==> config.mk <==
export PLATFORM = sky130hd
export DESIGN_NAME = completer_completion_port
export DESIGN_NICKNAME = d
export VERILOG_FILES = /design/src/design/cc_pkg.sv /design/src/design/cc_desc_decode.sv /design/src/design/completer_completion_port.sv
export SDC_FILE = /design/constraint.sdc
export NUM_CORES = 1
export LEC_CHECK = 0
export ABC_AREA = 1
export BUFFER_PORTS_ARGS = -buffer_cell sky130_fd_sc_hd__clkbuf_2
export CAP_MARGIN = 10
export CORE_AREA = 2 2 241 243
export DETAILED_ROUTE_END_ITERATION = 8
export DIE_AREA = 0 0 243 245
export GPL_TIMING_DRIVEN = 0
export PLACE_DENSITY = 0.62
export SLEW_MARGIN = 20
export SYNTH_ARGS = -nofsm -noshare
export SYNTH_HDL_FRONTEND = slang
export SYNTH_SLANG_ARGS = --single-unit
==> constraint.sdc <==
create_clock -name sys_clk -period 1.5 [get_ports sys_clk]
set_input_delay 0.225 -clock sys_clk [delete_from_list [all_inputs] [get_ports sys_clk]]
set_output_delay 0.225 -clock sys_clk [all_outputs]
set_load 0.005 [all_outputs]
==> src/design/cc_pkg.sv <==
// Constants, field layout and carrier types for the completion return port.
// Assumes one user clock domain; all users write cc_pkg::name explicitly.
// How it works
// - Each packet opens with a 12-byte descriptor: two beats at 64 bits, else one.
// - Bit 46 poisons the completion; the sender keeps it zero without data errors.
// - Bit 88 picks descriptor bus/device over captured values in endpoints.
// - Bit 95 forces an end-to-end CRC digest even when CRC is disabled.
// - Valid must hold for the whole packet; a drop nullifies the completion.
// - Discontinue during a payload packet is sticky and nullifies the completion.
package cc_pkg;
    localparam int DESC_BITS = 96;
    localparam int LADDR_LO = 0;
    localparam int LADDR_HI = 6;
    localparam int ATYPE_LO = 8;
    localparam int ATYPE_HI = 9;
    localparam int BCNT_LO = 16;
    localparam int BCNT_HI = 28;
    localparam int LOCKED_BIT = 29;
    localparam int DWCNT_LO = 32;
    localparam int DWCNT_HI = 42;
    localparam int STATUS_LO = 43;
    localparam int STATUS_HI = 45;
    localparam int POISON_BIT = 46;
    localparam int REQID_LO = 48;
    localparam int REQID_HI = 63;
    localparam int TAG_LO = 64;
    localparam int TAG_HI = 71;
    localparam int FUNC_LO = 72;
    localparam int FUNC_HI = 79;
    localparam int DEVNUM_LO = 75;
    localparam int BUS_LO = 80;
    localparam int BUS_HI = 87;
    localparam int CIDEN_BIT = 88;
    localparam int TC_LO = 89;
    localparam int TC_HI = 91;
    localparam int ATTR_LO = 92;
    localparam int ATTR_HI = 94;
    localparam int ECRC_BIT = 95;
    localparam logic [2:0] SUCCESS_STATUS = 3'h0;
    localparam logic [2:0] UNSUPPORTED_STATUS = 3'h1;
    localparam logic [2:0] ABORT_STATUS = 3'h4;
    localparam logic [12:0] BCNT_MAX = 13'h1000;
    localparam logic [10:0] DWCNT_MAX = 11'h400;
    localparam int DESC_BEATS_NARROW = 2;
    localparam int NARROW_WIDTH = 64;

    // Decoded descriptor as handed to the packet builder.
    typedef struct packed {
        logic force_crc;
        logic [2:0] attributes;
        logic [2:0] traffic_class;
        logic [15:0] completer_id;
        logic [7:0] tag;
        logic [15:0] requester_id;
        logic poisoned;
        logic [2:0] status;
        logic [10:0] dword_count;
        logic locked;
        logic [12:0] byte_count;
        logic [1:0] address_type_bits;
        logic [6:0] lower_address;
    } cpl_header_type;

    // Per-packet outcome flags.
    typedef struct packed {
        logic nullify;
        logic bad_status;
        logic bad_count;
    } cpl_flags_type;
endpackage

==> src/design/cc_desc_decode.sv <==
// Descriptor decoder: splits the 96-bit descriptor into fields and forms the
// completer ID. Assumes the descriptor word is stable while it is examined.
`timescale 1ns/1ps
module cc_desc_decode (
    input wire logic [95:0] desc, // Raw descriptor bits.
    input wire logic is_endpoint, // High in endpoint configurations.
    input wire logic ari_enable, // Alternative routing-ID interpretation on.
    input wire logic [7:0] captured_bus, // Bus number captured from config.
    input wire logic [4:0] captured_dev, // Device number captured from config.
    output cc_pkg::cpl_header_type hdr, // Decoded fields.
    output logic status_bad, // Status code outside the three legal codes.
    output logic count_bad // Byte or Dword count out of range.
);
    logic use_desc_id;
    logic [7:0] bus_sel;
    logic [4:0] dev_sel;

    // Root complexes always take descriptor values; endpoints follow the enable bit.
    assign use_desc_id = !is_endpoint || desc[cc_pkg::CIDEN_BIT];
    assign bus_sel = use_desc_id ? desc[cc_pkg::BUS_HI:cc_pkg::BUS_LO] : captured_bus;
    assign dev_sel = use_desc_id ? desc[cc_pkg::FUNC_HI:cc_pkg::DEVNUM_LO] : captured_dev;

    // Field extraction; with ARI the whole byte is function number.
    always_comb begin
        hdr.lower_address = desc[cc_pkg::LADDR_HI:cc_pkg::LADDR_LO];
        hdr.address_type_bits = desc[cc_pkg::ATYPE_HI:cc_pkg::ATYPE_LO];
        hdr.byte_count = desc[cc_pkg::BCNT_HI:cc_pkg::BCNT_LO];
        hdr.locked = desc[cc_pkg::LOCKED_BIT];
        hdr.dword_count = desc[cc_pkg::DWCNT_HI:cc_pkg::DWCNT_LO];
        hdr.status = desc[cc_pkg::STATUS_HI:cc_pkg::STATUS_LO];
        hdr.poisoned = desc[cc_pkg::POISON_BIT];
        hdr.requester_id = desc[cc_pkg::REQID_HI:cc_pkg::REQID_LO];
        hdr.tag = desc[cc_pkg::TAG_HI:cc_pkg::TAG_LO];
        if (ari_enable) begin
            hdr.completer_id = {bus_sel, desc[cc_pkg::FUNC_HI:cc_pkg::FUNC_LO]};
        end else begin
            hdr.completer_id = {bus_sel, dev_sel, desc[cc_pkg::DEVNUM_LO-1:cc_pkg::FUNC_LO]};
        end
        hdr.traffic_class = desc[cc_pkg::TC_HI:cc_pkg::TC_LO];
        hdr.attributes = desc[cc_pkg::ATTR_HI:cc_pkg::ATTR_LO];
        hdr.force_crc = desc[cc_pkg::ECRC_BIT];
    end

    // Sanity checks on codes the sender is bound to keep legal.
    assign status_bad = (hdr.status != cc_pkg::SUCCESS_STATUS) &&
                        (hdr.status != cc_pkg::UNSUPPORTED_STATUS) &&
                        (hdr.status != cc_pkg::ABORT_STATUS);
    assign count_bad = (hdr.byte_count > cc_pkg::BCNT_MAX) ||
                       (hdr.dword_count > cc_pkg::DWCNT_MAX);
endmodule

==> src/design/completer_completion_port.sv <==
// Completion return port: takes stream packets of descriptor plus payload and
// emits completion packets with a decoded header. Single clock, no buffering.
`timescale 1ns/1ps
module completer_completion_port #(
    parameter int DATA_WIDTH = 256 // Interface width: 64, 128 or 256.
) (
    input wire logic sys_clk, // User clock.
    input wire logic rstn, // Asynchronous reset, active low.
    input wire logic [DATA_WIDTH-1:0] in_data, // Incoming beat data.
    input wire logic in_valid, // Incoming beat valid.
    input wire logic in_last, // Incoming end of packet.
    input wire logic in_discontinue, // Sender flags a payload error.
    output logic in_ready, // Port accepts a beat.
    input wire logic is_endpoint, // Endpoint configuration.
    input wire logic ari_enable, // Alternative routing-ID in use.
    input wire logic [7:0] captured_bus, // Captured bus number.
    input wire logic [4:0] captured_dev, // Captured device number.
    input wire logic crc_enable, // Function has CRC generation enabled.
    output cc_pkg::cpl_header_type out_header, // Header of current packet.
    output logic out_header_valid, // One-cycle pulse when header is decoded.
    output logic [DATA_WIDTH-1:0] out_data, // Payload beat.
    output logic out_data_valid, // Payload beat valid.
    output logic out_last, // Last output beat of the packet.
    input wire logic out_ready, // Downstream accepts output.
    output logic out_append_crc, // Append CRC digest to this completion.
    output logic out_nullify, // Completion must be nullified.
    output logic out_poisoned, // Completion is poisoned.
    output cc_pkg::cpl_flags_type out_flags // Per-packet error flags, sticky per packet.
);
    localparam int DESC_BEATS = (DATA_WIDTH == cc_pkg::NARROW_WIDTH) ?
                                cc_pkg::DESC_BEATS_NARROW : 1;

    typedef enum logic [1:0] {
        IDLE,
        DESC_HI,
        PAYLOAD
    } phase_type;

    typedef struct packed {
        phase_type phase;
        logic [cc_pkg::DESC_BITS-1:0] desc;
        logic hdr_pulse;
        logic [DATA_WIDTH-1:0] data;
        logic data_valid;
        logic last;
        logic nullify;
        logic has_payload;
        cc_pkg::cpl_flags_type flags;
    } state_type;

    state_type st_q;
    state_type st_d;
    cc_pkg::cpl_header_type hdr;
    logic status_bad;
    logic count_bad;
    logic beat;
    logic [cc_pkg::DESC_BITS-1:0] desc_now;

    // Descriptor decode, shared with the header output.
    cc_desc_decode decoder (
        .desc(st_q.desc),
        .is_endpoint(is_endpoint),
        .ari_enable(ari_enable),
        .captured_bus(captured_bus),
        .captured_dev(captured_dev),
        .hdr(hdr),
        .status_bad(status_bad),
        .count_bad(count_bad)
    );

    // The output holds its beat until taken, so ready mirrors downstream space.
    assign in_ready = out_ready || !st_q.data_valid;
    assign beat = in_valid && in_ready;

    // First descriptor chunk comes from the low bits of the first beat.
    // A generate keeps the slice of the other width out of elaboration.
    if (DATA_WIDTH >= cc_pkg::DESC_BITS) begin : g_wide_desc
        assign desc_now = in_data[cc_pkg::DESC_BITS-1:0];
    end else begin : g_narrow_desc
        always_comb begin
            desc_now = st_q.desc;
            desc_now[DATA_WIDTH-1:0] = in_data;
        end
    end

    // Packet sequencer: descriptor beat(s), then payload beats until last.
    always_comb begin
        st_d = st_q;
        st_d.hdr_pulse = 1'b0;
        if (st_q.data_valid && out_ready) begin
            st_d.data_valid = 1'b0;
            st_d.last = 1'b0;
        end
        case (st_q.phase)
            IDLE: begin
                if (beat) begin
                    st_d.desc = desc_now;
                    st_d.nullify = 1'b0;
                    st_d.flags = '0;
                    if (DESC_BEATS == 1) begin
                        st_d.hdr_pulse = 1'b1;
                        st_d.has_payload = (desc_now[cc_pkg::DWCNT_HI:cc_pkg::DWCNT_LO] != 11'h000);
                        // Wide beats may carry Dword-aligned payload behind the descriptor.
                        st_d.data = in_data;
                        st_d.data_valid = st_d.has_payload || in_last;
                        st_d.last = in_last;
                        st_d.nullify = in_discontinue && st_d.has_payload;
                        st_d.phase = in_last ? IDLE : PAYLOAD;
                    end else begin
                        st_d.phase = in_last ? IDLE : DESC_HI;
                        st_d.nullify = in_last;
                        // A cut packet still ends with a flagged beat so downstream closes it.
                        st_d.data = in_data;
                        st_d.data_valid = in_last;
                        st_d.last = in_last;
                    end
                end
            end
            DESC_HI: begin
                if (!in_valid) begin
                    st_d.nullify = 1'b1;
                end
                if (beat) begin
                    st_d.desc[cc_pkg::DESC_BITS-1:DATA_WIDTH % cc_pkg::DESC_BITS] =
                        in_data[cc_pkg::DESC_BITS-(DATA_WIDTH % cc_pkg::DESC_BITS)-1:0];
                    st_d.hdr_pulse = 1'b1;
                    // The Dword count sits in the first beat, already held in the register.
                    st_d.has_payload =
                        (st_q.desc[cc_pkg::DWCNT_HI:cc_pkg::DWCNT_LO] != 11'h000);
                    st_d.data = in_data;
                    st_d.data_valid = st_d.has_payload || in_last;
                    st_d.last = in_last;
                    st_d.nullify = st_d.nullify || (in_discontinue && st_d.has_payload);
                    st_d.phase = in_last ? IDLE : PAYLOAD;
                end
            end
            PAYLOAD: begin
                // A drop of valid mid-packet is a sender error.
                if (!in_valid) begin
                    st_d.nullify = 1'b1;
                end
                if (beat) begin
                    st_d.data = in_data;
                    st_d.data_valid = 1'b1;
                    st_d.last = in_last;
                    // Sticky: cleared only when the next packet starts.
                    if (in_discontinue && st_q.has_payload) begin
                        st_d.nullify = 1'b1;
                    end
                    if (in_last) begin
                        st_d.phase = IDLE;
                    end
                end
            end
            default: begin
                st_d.phase = IDLE;
            end
        endcase
        if (st_q.hdr_pulse) begin
            st_d.flags.bad_status = status_bad;
            st_d.flags.bad_count = count_bad;
        end
        st_d.flags.nullify = st_d.nullify;
    end

    // State register; constants only under reset.
    always_ff @(posedge sys_clk or negedge rstn) begin
        if (!rstn) begin
            st_q <= '0;
        end else begin
            st_q <= st_d;
        end
    end

    // Outputs: data comes from flops, header is decoded from the registered descriptor; CRC forced or enabled.
    assign out_header = hdr;
    assign out_header_valid = st_q.hdr_pulse;
    assign out_data = st_q.data;
    assign out_data_valid = st_q.data_valid;
    assign out_last = st_q.last;
    assign out_append_crc = hdr.force_crc || crc_enable;
    assign out_nullify = st_q.nullify;
    assign out_poisoned = hdr.poisoned;
    assign out_flags = st_q.flags;

    // Discontinue on a payload beat must nullify the packet next cycle.
    sticky_disc_a: assert property (@(posedge sys_clk) disable iff (!rstn)
        (st_q.phase == PAYLOAD && beat && in_discontinue && st_q.has_payload && !in_last)
        |=> st_q.nullify)
        else $error("Discontinue did not nullify the completion.");

    // Nullify stays until the packet ends.
    null_hold_a: assert property (@(posedge sys_clk) disable iff (!rstn)
        (st_q.nullify && st_q.phase != IDLE) |=> st_q.nullify)
        else $error("Nullify dropped inside a packet.");

    // Valid dropping inside the payload nullifies the packet.
    valid_drop_a: assert property (@(posedge sys_clk) disable iff (!rstn)
        (st_q.phase == PAYLOAD && !in_valid) |=> st_q.nullify)
        else $error("Valid drop not treated as an error.");

    // No beat is taken without the handshake.
    beat_hs_a: assert property (@(posedge sys_clk) disable iff (!rstn)
        (st_q.phase == PAYLOAD && !(in_valid && in_ready)) |=> $stable(st_q.data))
        else $error("Data changed without a handshake.");

    // Header pulse follows a single-beat descriptor on the next cycle.
    hdr_time_a: assert property (@(posedge sys_clk) disable iff (!rstn)
        (st_q.phase == IDLE && beat && !in_last && DESC_BEATS == 1) |=> st_q.hdr_pulse)
        else $error("Header not decoded after descriptor beat.");

    // Forced CRC always yields a digest.
    crc_force_a: assert property (@(posedge sys_clk) disable iff (!rstn)
        st_q.desc[cc_pkg::ECRC_BIT] |-> out_append_crc)
        else $error("Forced CRC not appended.");

    // Endpoint with enable clear uses captured bus number.
    cid_select_a: assert property (@(posedge sys_clk) disable iff (!rstn)
        (is_endpoint && !st_q.desc[cc_pkg::CIDEN_BIT])
        |-> (out_header.completer_id[15:8] == captured_bus))
        else $error("Completer ID not taken from captured values.");

    // Last input beat returns the sequencer to idle.
    last_idle_a: assert property (@(posedge sys_clk) disable iff (!rstn)
        (beat && in_last) |=> (st_q.phase == IDLE && st_q.last))
        else $error("End of packet not honoured.");
endmodule

Yosys cells after proc, flatten, opt, wreduce, memory -nomap -nowiden:

Cells that the tools add are included.

* reductions and logical operators: 30
* order comparisons: 2
* equality and inequality tests: 8
* mux-type cells: 21

Operators by type and width (number)
* case mux 259 bit (3 select lines): 1
* 2-to-1 mux 362 bit: 1
* 2-to-1 mux 261 bit: 1
* 2-to-1 mux 259 bit: 1
* case mux 32 bit (2 select lines): 1
* 2-to-1 mux 34 bit: 1
* nonzero test 11 bit: 2
* 2-to-1 mux 8 bit: 2
* > comparator 13 bit (second input constant): 1
* 2-to-1 mux 2 bit: 6
* > comparator 11 bit (second input constant): 1
* inequality test 2 bit (second input constant): 4
* AND reduction 4 bit: 2
* logical AND 1 bit: 7
* logical OR 1 bit: 7
* case mux 2 bit (3 select lines): 1
* AND reduction 2 bit: 3
* nonzero test 2 bit: 3
* nonzero test 3 bit: 2
* 2-to-1 mux 5 bit: 1
* case mux 1 bit (2 select lines): 2
* 2-to-1 mux 1 bit: 3
* inequality test 3 x 1 -> 1 bit (second input constant): 1
* inequality test 3 bit (second input constant): 1
* 5 further kinds: 6

* bits of input ports: 278
* bits in registers: 361
* logic and storage cells: 72
* output and inout port bits: 351

Depth between registers and ports, before layout:

Gate-level depths: netlist (run 1).

* word-level depth: 6
* mapped depth: 11
* depth with buffers taken out: 10

Hierarchy:

Synthesis (run 1) repeated with hierarchy kept, for this count alone.

* cell total of the unflattened synthesis: 1844
* area, all modules: 16087.9 um^2

By module, submodules not included
* completer_completion_port: cells an instance 1705, seq. area each 9008.6 um^2, area each 15265.9 um^2, times used 1
* cc_desc_decode: cells an instance 139, seq. area each 0.0 um^2, area each 822.0 um^2, times used 1

Worst setup path after synthesis (run 1):

No wires, ideal clock.

* kind: reg-to-output
* from: reg st_q[352] (netlist bit)
* to: out out_header[65] (netlist bit)
* data arrival time: 1.190 ns
* data required time: 1.275 ns
* buffers on the path: 1
* cell stages (with the launch flop): 6
* path slack: 0.085 ns
* path through: dfrtp_1 > nor2_4 > inv_2 > or2_0 > buf_2 > o21ai_0

RTL lines
* from (decl): line completer_completion_port.sv:51 `state_type st_q;`
* from (signal assigned): line completer_completion_port.sv:171 `st_q <= st_d;`
* to (decl): line completer_completion_port.sv:19 `output cc_pkg::cpl_header_type out_header,`

==> results of run 1 <==
-- power groups by stage --
stage          combinational (mW)  clock [mW]  sequential (mW)
2_1_floorplan                3.96           0             11.7
3_3_place_gp                 6.94           0             11.9
3_5_place_dp                 7.04           0             11.9
4_1_cts                      8.88        10.9             11.9
5_1_grt                      11.2        11.3             12.2
6_report                     10.5        10.7             12.0
-- cells by family (layout without fill, tap and decap cells) --
group / Yosys count / in the layout
buffers and inverters: 460 / 1534
AOI/OAI and AO/OA: 130 / 130
DFF: 350 / 350
other: 0 / 1
and+or+nand+nor: 865 / 866
-- repair_timing --
item	in CTS	in global routing
gates cloned	38	30
setup endpoints to repair	340	375
gates resized for setup	460	706
hold endpoints to repair	418	72
pin swaps	135	130
setup buffers	42	22
-- per-layer routing --
| metal | global-route usage | wire (um) | vias up |
|---|---|---|---|
| li1 | - | - | 7333 |
| met1 | 0.2397 | 27600 | 7773 |
| met2 | 0.3424 | 35310 | 547 |
| met3 | 0.04188 | 3204 | 156 |
| met4 | 0.08427 | 2704 | 0 |
| met5 | 0 | 0 | - |
-- placed cells by master, fill, tap and decap left out, drive strengths merged, types with 3 or more instances in the layout --
cell         count
nand2          836
clkbuf         718
buf            491
dfrtp          350
dlygate4sd3    259
o21ai          122
inv             54
nor2            20
o22ai            6
clkinv           6
bufinv           5
nand3            5
or2              3
-- worst max path at each step --
| stage | start | to | cells after the start |
|---|---|---|---|
| floorplan | st_q[352]$_DFFE_PN0P_ | out_header[65] | 5 |
| global placement | rstn | out_data[113]$_DFFE_PN0P_ | 1 |
| detailed placement | st_q[361]$_DFFE_PN0P_ | st_q[339]$_DFFE_PN0P_ | 5 |
| CTS | st_q[352]$_DFFE_PN0P_ | out_header[65] | 6 |
| global route | st_q[352]$_DFFE_PN0P_ | out_header[65] | 6 |
| finish | st_q[352]$_DFFE_PN0P_ | out_header[65] | 6 |
-- registers in the layout (all words and copies together), names as in the netlist --
register	cells
out_data	256
st_q	88
out_flags	3
out_data_valid	1
out_header_valid	1
out_last	1
-- cell type report --
cell class,instances,area share
Inverter,53,0.007176
Sequential cell,350,0.2938
Multi-Input combinational cell,996,0.2205
Tap cell,765,0.03210
Buffer,400,0.1227
Antenna cell,1,0.00008393
Clock buffer,59,0.04113
Clock inverter,13,0.006715
Timing Repair Buffer,1009,0.2758
-- through the flow --
stage	cells	utilization	setup WS, ns	hold WS [ns]	instance area [um2]
finish	3646	0.5227	-0.5112	-0.3112	29810
global route	3646	0.5227	-0.5708	-0.2772	29810
CTS	3610	0.4733	-0.5230	-0.3084	26990
detailed placement	3202	0.3544	-0.2875	0.3012	20210
global placement	3198	0.3523	-7.990	0.4188	20090
floorplan	1805	-	0.08549	-0.07059	15990
==> impl_metrics.ini, run 1 <==
[run_status]
status = complete, but fails checks
violations = hold timing, setup timing

[clocking]
clock_path_buffers = 3
clk_latency_ns = 0.56
cts.sinks = 350
cts_htree_levels = 2
cts_tree = yes
clockRootBuffer = clkbuf_16
cts.clk_slew.worst_paths_ns = 0.06
hold_buffers = 259
cts_buffers = 41

[power]
total_power_mw = 33.22
power_frac_comb = 0.315
p_sw_frac = 0.3000
irDropWorstVdd_mv = 0.6718
p_leak_nw = 16.28
seqPwrFrac = 0.362
power_frac_clock = 0.322
p_int_mw = 23.26
p_sw_mw = 9.967
power_density_nw_per_um2 = 1114

[sta]
rsz0062_at_grt = yes
finalSetupTns_ns = -48.79
timing.fmax_mhz = 497.2
finClkSkew_ns = 0.01893
hold_viol = 72
setup_ws_ns = -0.5112
setup_viol = 348
drv_slew = 0
tightest_slew_ns = 1.103
hold_slack_ns = -0.3112
relSlewSlack = 0.2648
period_share = 1.341
fin_crit_ns = 2.011

[logic_synthesis]
synth_top_family_by_area = simple AND/OR/NAND/NOR gates
yosysMostFrequentCell = nand2_1
yosys.area.top_type = dfrtp_1
synthCells = 1805
async_flop_share = 1.000
synthFlopType = dfrtp_1
netlist-cell-type-count = 23
muxShareOfSynthArea = 0
syn_avg_cell_area_um2 = 8.860
syn_area_um2 = 15990
synth_common_cells = nand2_1 (833), buf_4 (350), dfrtp_1 (350)
ys_ff_latch = 350
synth_edf_count = 0
syn-num-nets = 2083
ys_warn_count = 0
synth_top_area_share = 0.5476
synth-compound-area-share = 0.04131
synth-seq-area-share = 0.5476
synth_simple_gate_area_frac = 0.2056
synth-xor-area-share = 0
yosys-top-cells-area = dfrtp_1 (55%), nand2_1 (20%), buf_4 (16%)
yosys.area_share.adder = 0

[place]
gp_congestion = 0.8213
numPortBuffers = 628
hpwl_um = 39480

[floorplan]
num_rows = 88
start_util = 0.2804
ios = 629
floorplan.die_area_um2 = 59540
core_area_um2 = 57030
die_height_um = 245
fp.dieW_um = 243

[setup_path]
r2r_cells = 12
crit_buf_inv = 3
cpLargestDelayFamily = flip-flops
critical_path_class = register to primary output
arrival_ns = 1.79
path_cells = nor2_4 > inv_4 > or2_4 > buf_6 > o21ai_2 > clkbuf_2
critPathCaptureType = primary output
crit_required_ns = 1.27
r2r_slack_ns = -0.23
rr_endpoint = out_data[110]$_DFFE_PN0P_
worstPathMaxFanout = 5
crit_path_start_kind = register
crit_path_max_incr_delay_ns = 0.41
slowest_stage = dfrtp_1
rr_startpoint = out_data_valid$_DFF_PN0_

[route]
postRouteAntennaNets = 0
drt_drc_violations_left = 0
drt_first_pass_iters = 4
vias_per_cell = 4.336
via_count = 15810
drt-initial-drc-count = 662
wire_per_inst_um = 18.88
finalWirelength_um = 68820

[grt]
grt_max_degree = 85
grt_use_total = 0.1984
grt_pass1_wl_um = 90550
antenna_found_initial = 1
grt_pass1_vias = 15690
grt_remaining_overflow = 0

[finish]
multi_input_area_um2 = 6574
seq_area_um2 = 8760
fillerInstances = 4750
drive_gt1_frac = 0.6295
layout-area-overhead-vs-synth_pct = 86.43
nets = 3129

[min_path]
hold_path.class = input pin to async pin

[job]
max_cap_violations = 0
No activity file was read; power rests on OpenSTA's default activity.
==> run 2, diff against run 1 <==
==> constraint.sdc (replaced) <==
create_clock -name sys_clk -period 1.5 [get_ports sys_clk]
set_input_delay 0.075 -clock sys_clk [delete_from_list [all_inputs] [get_ports sys_clk]]
set_output_delay 0.075 -clock sys_clk [all_outputs]
set_load 0.005 [all_outputs]
==> run 2 against run 1 <==
Compared with the run above:
- the flow finishes with violations (setup timing)
- first-iteration DRC count fell by 18%
- largest power group unchanged
- sequential power hardly changed
- final area about the same
- critical endpoint unchanged
- hold slack better by 0.36 ns
- total power is essentially flat
- critical path type unchanged
- via count shrank 0.41%
- clock skew is 0.0043 ns lower
- worst setup slack improved by 0.16 ns
==> impl_metrics.ini, run 2 (same netlist as run 1, synthesis figures left out) <==
[floorplan]
floorplan.die_area_um2 = 59540
num_rows = 88
start_util = 0.2804
die_height_um = 245
core_area_um2 = 57030
fp.dieW_um = 243
ios = 629

[clocking]
clk_latency_ns = 0.56
cts_buffers = 41
cts.clk_slew.worst_paths_ns = 0.06
clockRootBuffer = clkbuf_16
cts_htree_levels = 2
cts_tree = yes
clock_path_buffers = 3
cts.sinks = 350

[route]
vias_per_cell = 4.323
via_count = 15740
drt_first_pass_iters = 5
postRouteAntennaNets = 0
drt-initial-drc-count = 541
drt_drc_violations_left = 0
finalWirelength_um = 68950
wire_per_inst_um = 18.93

[finish]
final_common_cell = clkbuf_2
drive_gt1_frac = 0.6325
nets = 3125
layout_common_cells = clkbuf_2 (627), dfrtp_1 (350), buf_4 (343), nand2_2 (331), nand2_1 (311)
layout-area-overhead-vs-synth_pct = 86.41
fillerInstances = 4728
final_core_util = 0.5227
largest_register_ffs = 256

[grt]
grt_use_met2 = 0.3438
grt.busiest_layer = met2
grt_max_degree = 85
gr-usage-met3 = 0.04231
grt_pass1_vias = 15660
grt_pass1_wl_um = 90640
grt_remaining_overflow = 0
grt_use_total = 0.1986
antenna_found_initial = 1
met1_usage = 0.2402

[place]
gp_congestion = 0.8213
numPortBuffers = 628
hpwl_um = 39480
place_ws_ns = -0.2875

[sta]
timing.fmax_mhz = 540.6
hold_slack_ns = 0.04413
fin_crit_ns = 1.850
hold_viol = 0
finClkSkew_ns = 0.01459
setup_ws_ns = -0.3497
tightest_slew_ns = 1.099
drv_slew = 0
relSlewSlack = 0.2670
setup_viol = 341
rsz0062_at_grt = yes
period_share = 1.233

[run_status]
status = complete, but fails checks
violations = setup timing

[setup_path]
rr_startpoint = out_data_valid$_DFF_PN0_
critical_path_class = register to primary output
worstPathMaxFanout = 5
critPathCaptureType = primary output
arrival_ns = 1.77
crit_start = st_q[352]$_DFFE_PN0P_
crit_required_ns = 1.42
crit_path_start_kind = register

[power]
power_density_nw_per_um2 = 1115
p_leak_nw = 16.25
irDropWorstVdd_mv = 0.6651

[min_path]
hold_path.class = input pin to async pin

[job]
max_cap_violations = 0
## run 2: worst max-delay path: stages (launching register included)
cell	delay (ns)
dfrtp_1	0.40
nor2_4	0.12
inv_4	0.06
or2_4	0.24
buf_6	0.13
o21ai_2	0.13
clkbuf_2	0.14
## run 2: final cells by class
class	count	area, um2	share of cell area
Sequential cell	350	8758	0.2938
Timing Repair Buffer	1000	8120	0.2724
Multi-Input combinational cell	996	6644	0.2229
Buffer	405	3690	0.1238
Clock buffer	59	1226	0.04113
Tap cell	765	957.2	0.03211
Inverter	53	214.0	0.007177
Clock inverter	13	200.2	0.006715
Antenna cell	1	2.502	0.00008394
## run 2: layer usage
metal	routed length, um	vias to the layer above
li1	-	7319
met2	35120	539
met3	3297	168
met4	2935	0
met5	0	-
met1	27590	7718
## run 2: where the power goes
| part | leakage [nW] | internal [mW] | switching (mW) | total [mW] |
|---|---|---|---|---|
| combinational | 11.2 | 5.76 | 4.69 | 10.5 |
| sequential | 4.31 | 10.9 | 1.17 | 12.1 |
| clock | 0.702 | 6.53 | 4.16 | 10.7 |
| total | 16.2 | 23.2 | 10.0 | 33.2 |
## run 2: stage by stage
step | area, um2 | setup TNS (ns) | power (mW) | std cells
after global routing | 29810 | -61.85 | 34.71 | 3642
after floorplan | 15990 | 0 | 15.65 | 1805
final | 29810 | -38.69 | 33.24 | 3642
after CTS | 27010 | -40.57 | 31.67 | 3613
after global placement | 20090 | -2743.03 | 18.87 | 3198
after detailed placement | 20210 | -27.34 | 18.97 | 3202
## run 2: final timing paths
path,endpoint,slack (ns),cells past startpoint
max,out_header[65],-0.35,6
min in group sys_clk,out_data[217]$_DFFE_PN0P_,0.25,4
min,out_data[215]$_DFFE_PN0P_,0.04,2
min reg2reg,out_data[216]$_DFFE_PN0P_,0.48,2
max in group asynchronous,out_data[103]$_DFFE_PN0P_,0.22,4
max reg2reg,out_data[110]$_DFFE_PN0P_,-0.23,12
## run 2: what timing repair did
action	in CTS	in global routing
pin swaps	134	120
buffers inserted	41	13
gates cloned	38	31
endpoints found under the setup margin	335	448
endpoints found under the hold margin	418	0
hold buffers	261	0
resized for setup	460	730
==> run 3, diff against run 2 <==
--- a/config.mk
+++ b/config.mk
@@ -13,6 +13,7 @@
 export DIE_AREA = 0 0 243 245
 export GPL_TIMING_DRIVEN = 0
 export PLACE_DENSITY = 0.62
+export RECOVER_POWER = 25
 export SLEW_MARGIN = 20
 export SYNTH_ARGS = -nofsm -noshare
 export SYNTH_HDL_FRONTEND = slang
==> run 3 against run 2 <==
Compared with the run above:
- the flow still finishes with violations (setup timing)
- clock skew up 0.0010 ns
- sequential power about the same
- first-iteration DRC count up 2.2%
- cell count unchanged
- total power about the same
- hold slack worse by 0.012 ns
- core utilization down 0.064 points
- worst setup slack worse by 0.0021 ns
- critical path depth unchanged
- count of clock-buffer cells in the layout unchanged
- largest cell class unchanged
- largest power group unchanged
- highest routed layer unchanged
==> impl_metrics.ini, run 3 (same netlist as run 1, synthesis figures left out) <==
[run_status]
status = complete, but fails checks
violations = setup timing

[floorplan]
num_rows = 88
core_area_um2 = 57030
ios = 629
die_height_um = 245
floorplan.die_area_um2 = 59540
fp.dieW_um = 243
start_util = 0.2804

[route]
drt-initial-drc-count = 553
drt_drc_violations_left = 0
postRouteAntennaNets = 0
finalWirelength_um = 68940
vias_per_cell = 4.321
drt_first_pass_iters = 4
wire_per_inst_um = 18.93
via_count = 15740

[power]
irDropWorstVdd_mv = 0.6650
power_density_nw_per_um2 = 1116
total_power_mw = 33.22
p_leak_nw = 16.23

[place]
gp_congestion = 0.8213
numPortBuffers = 628
hpwl_um = 39480

[setup_path]
critPathCaptureType = primary output
critical_path_class = register to primary output
crit_required_ns = 1.42
crit_path_start_kind = register
rr_startpoint = out_data_valid$_DFF_PN0_
arrival_ns = 1.78
worstPathMaxFanout = 5
crit_start = st_q[352]$_DFFE_PN0P_

[finish]
layout-area-overhead-vs-synth_pct = 86.18
drive_gt1_frac = 0.6325
final_core_util = 0.5221
nets = 3125
largest_register_ffs = 256
final_common_cell = clkbuf_2
fillerInstances = 4732
layout_common_cells = clkbuf_2 (627), dfrtp_1 (350), buf_4 (343), nand2_2 (331), nand2_1 (311)

[sta]
setup_viol = 445
drv_slew = 0
period_share = 1.235
hold_slack_ns = 0.03194
tightest_slew_ns = 1.096
timing.fmax_mhz = 540.0
setup_ws_ns = -0.3518
fin_crit_ns = 1.852
relSlewSlack = 0.2691
finalSetupTns_ns = -41.85
hold_viol = 0
finClkSkew_ns = 0.01560
rsz0062_at_grt = yes

[grt]
grt_remaining_overflow = 0
grt_pass1_vias = 15660
grt_max_degree = 85
grt_pass1_wl_um = 90640
grt_use_total = 0.1986
antenna_found_initial = 1

[clocking]
cts_tree = yes
clk_latency_ns = 0.56
clockRootBuffer = clkbuf_16
cts.clk_slew.worst_paths_ns = 0.06
clock_path_buffers = 3
cts_buffers = 41
cts_htree_levels = 2
cts.sinks = 350

[job]
max_cap_violations = 0

[min_path]
hold_path.class = input pin to async pin
## run 3: changes by cell type in the layout (fill, tap and decap cells not counted)
cell,before,now
clkbuf_4,1,2
buf_16,36,34
buf_6,19,20
## run 3: stage by stage
stage	std cells	area [um2]	worst slack, ns
floorplan	1805	15990	0.1977
global placement	3198	20090	-7.840
detailed placement	3202	20210	-0.2875
CTS	3613	27010	-0.3730
global route	3642	29780	-0.4104
finish	3642	29780	-0.3518
## run 3: worst paths after layout
kind	to	slack (ns)	cells past startpoint
max	out_header[65]	-0.35	6
min	out_data[215]$_DFFE_PN0P_	0.03	2
max reg2reg	out_data[110]$_DFFE_PN0P_	-0.23	12
min reg2reg	out_data[216]$_DFFE_PN0P_	0.48	2
max in group asynchronous	out_data[114]$_DFFE_PN0P_	-0.06	4
min in group sys_clk	out_data[217]$_DFFE_PN0P_	0.25	4
## run 3: repair_timing
action	4_1_cts	5_1_grt
hold buffers	261	0
gates cloned	38	31
pin swaps	134	120
setup buffers	41	13
gates resized for setup	460	730
endpoints found under the hold margin	418	0
endpoints found under the setup margin	335	448
## run 3: cell type report
cell class / count / area, um2 / share of cell area
Inverter: 53 / 214.0 / 0.007185
Timing Repair Buffer: 1000 / 8084 / 0.2715
Multi-Input combinational cell: 996 / 6644 / 0.2231
Clock inverter: 13 / 200.2 / 0.006723
Clock buffer: 59 / 1226 / 0.04118
Buffer: 405 / 3690 / 0.1239
Tap cell: 765 / 957.2 / 0.03215
Antenna cell: 1 / 2.502 / 0.00008404
Sequential cell: 350 / 8758 / 0.2941
## run 3: where the power goes
| group | switching (mW) | internal, mW | total (mW) |
|---|---|---|---|
| clock network | 4.16 | 6.53 | 10.7 |
| logic | 4.69 | 5.75 | 10.4 |
| registers | 1.18 | 10.9 | 12.1 |
## run 3: worst max-delay path: stages, from the launching register on
cell and delay, ns:
dfrtp_1 0.40, nor2_4 0.12, inv_4 0.06, or2_4 0.24, buf_6 0.13, o21ai_2 0.13
clkbuf_2 0.14
## run 3: per-layer routing
layer,up-vias,share of wire,global-route usage
li1,7322,-,-
met1,7708,0.40,0.2402
met2,542,0.51,0.3438
met3,166,0.048,0.04231
met4,0,0.042,0.08120
met5,-,0,0
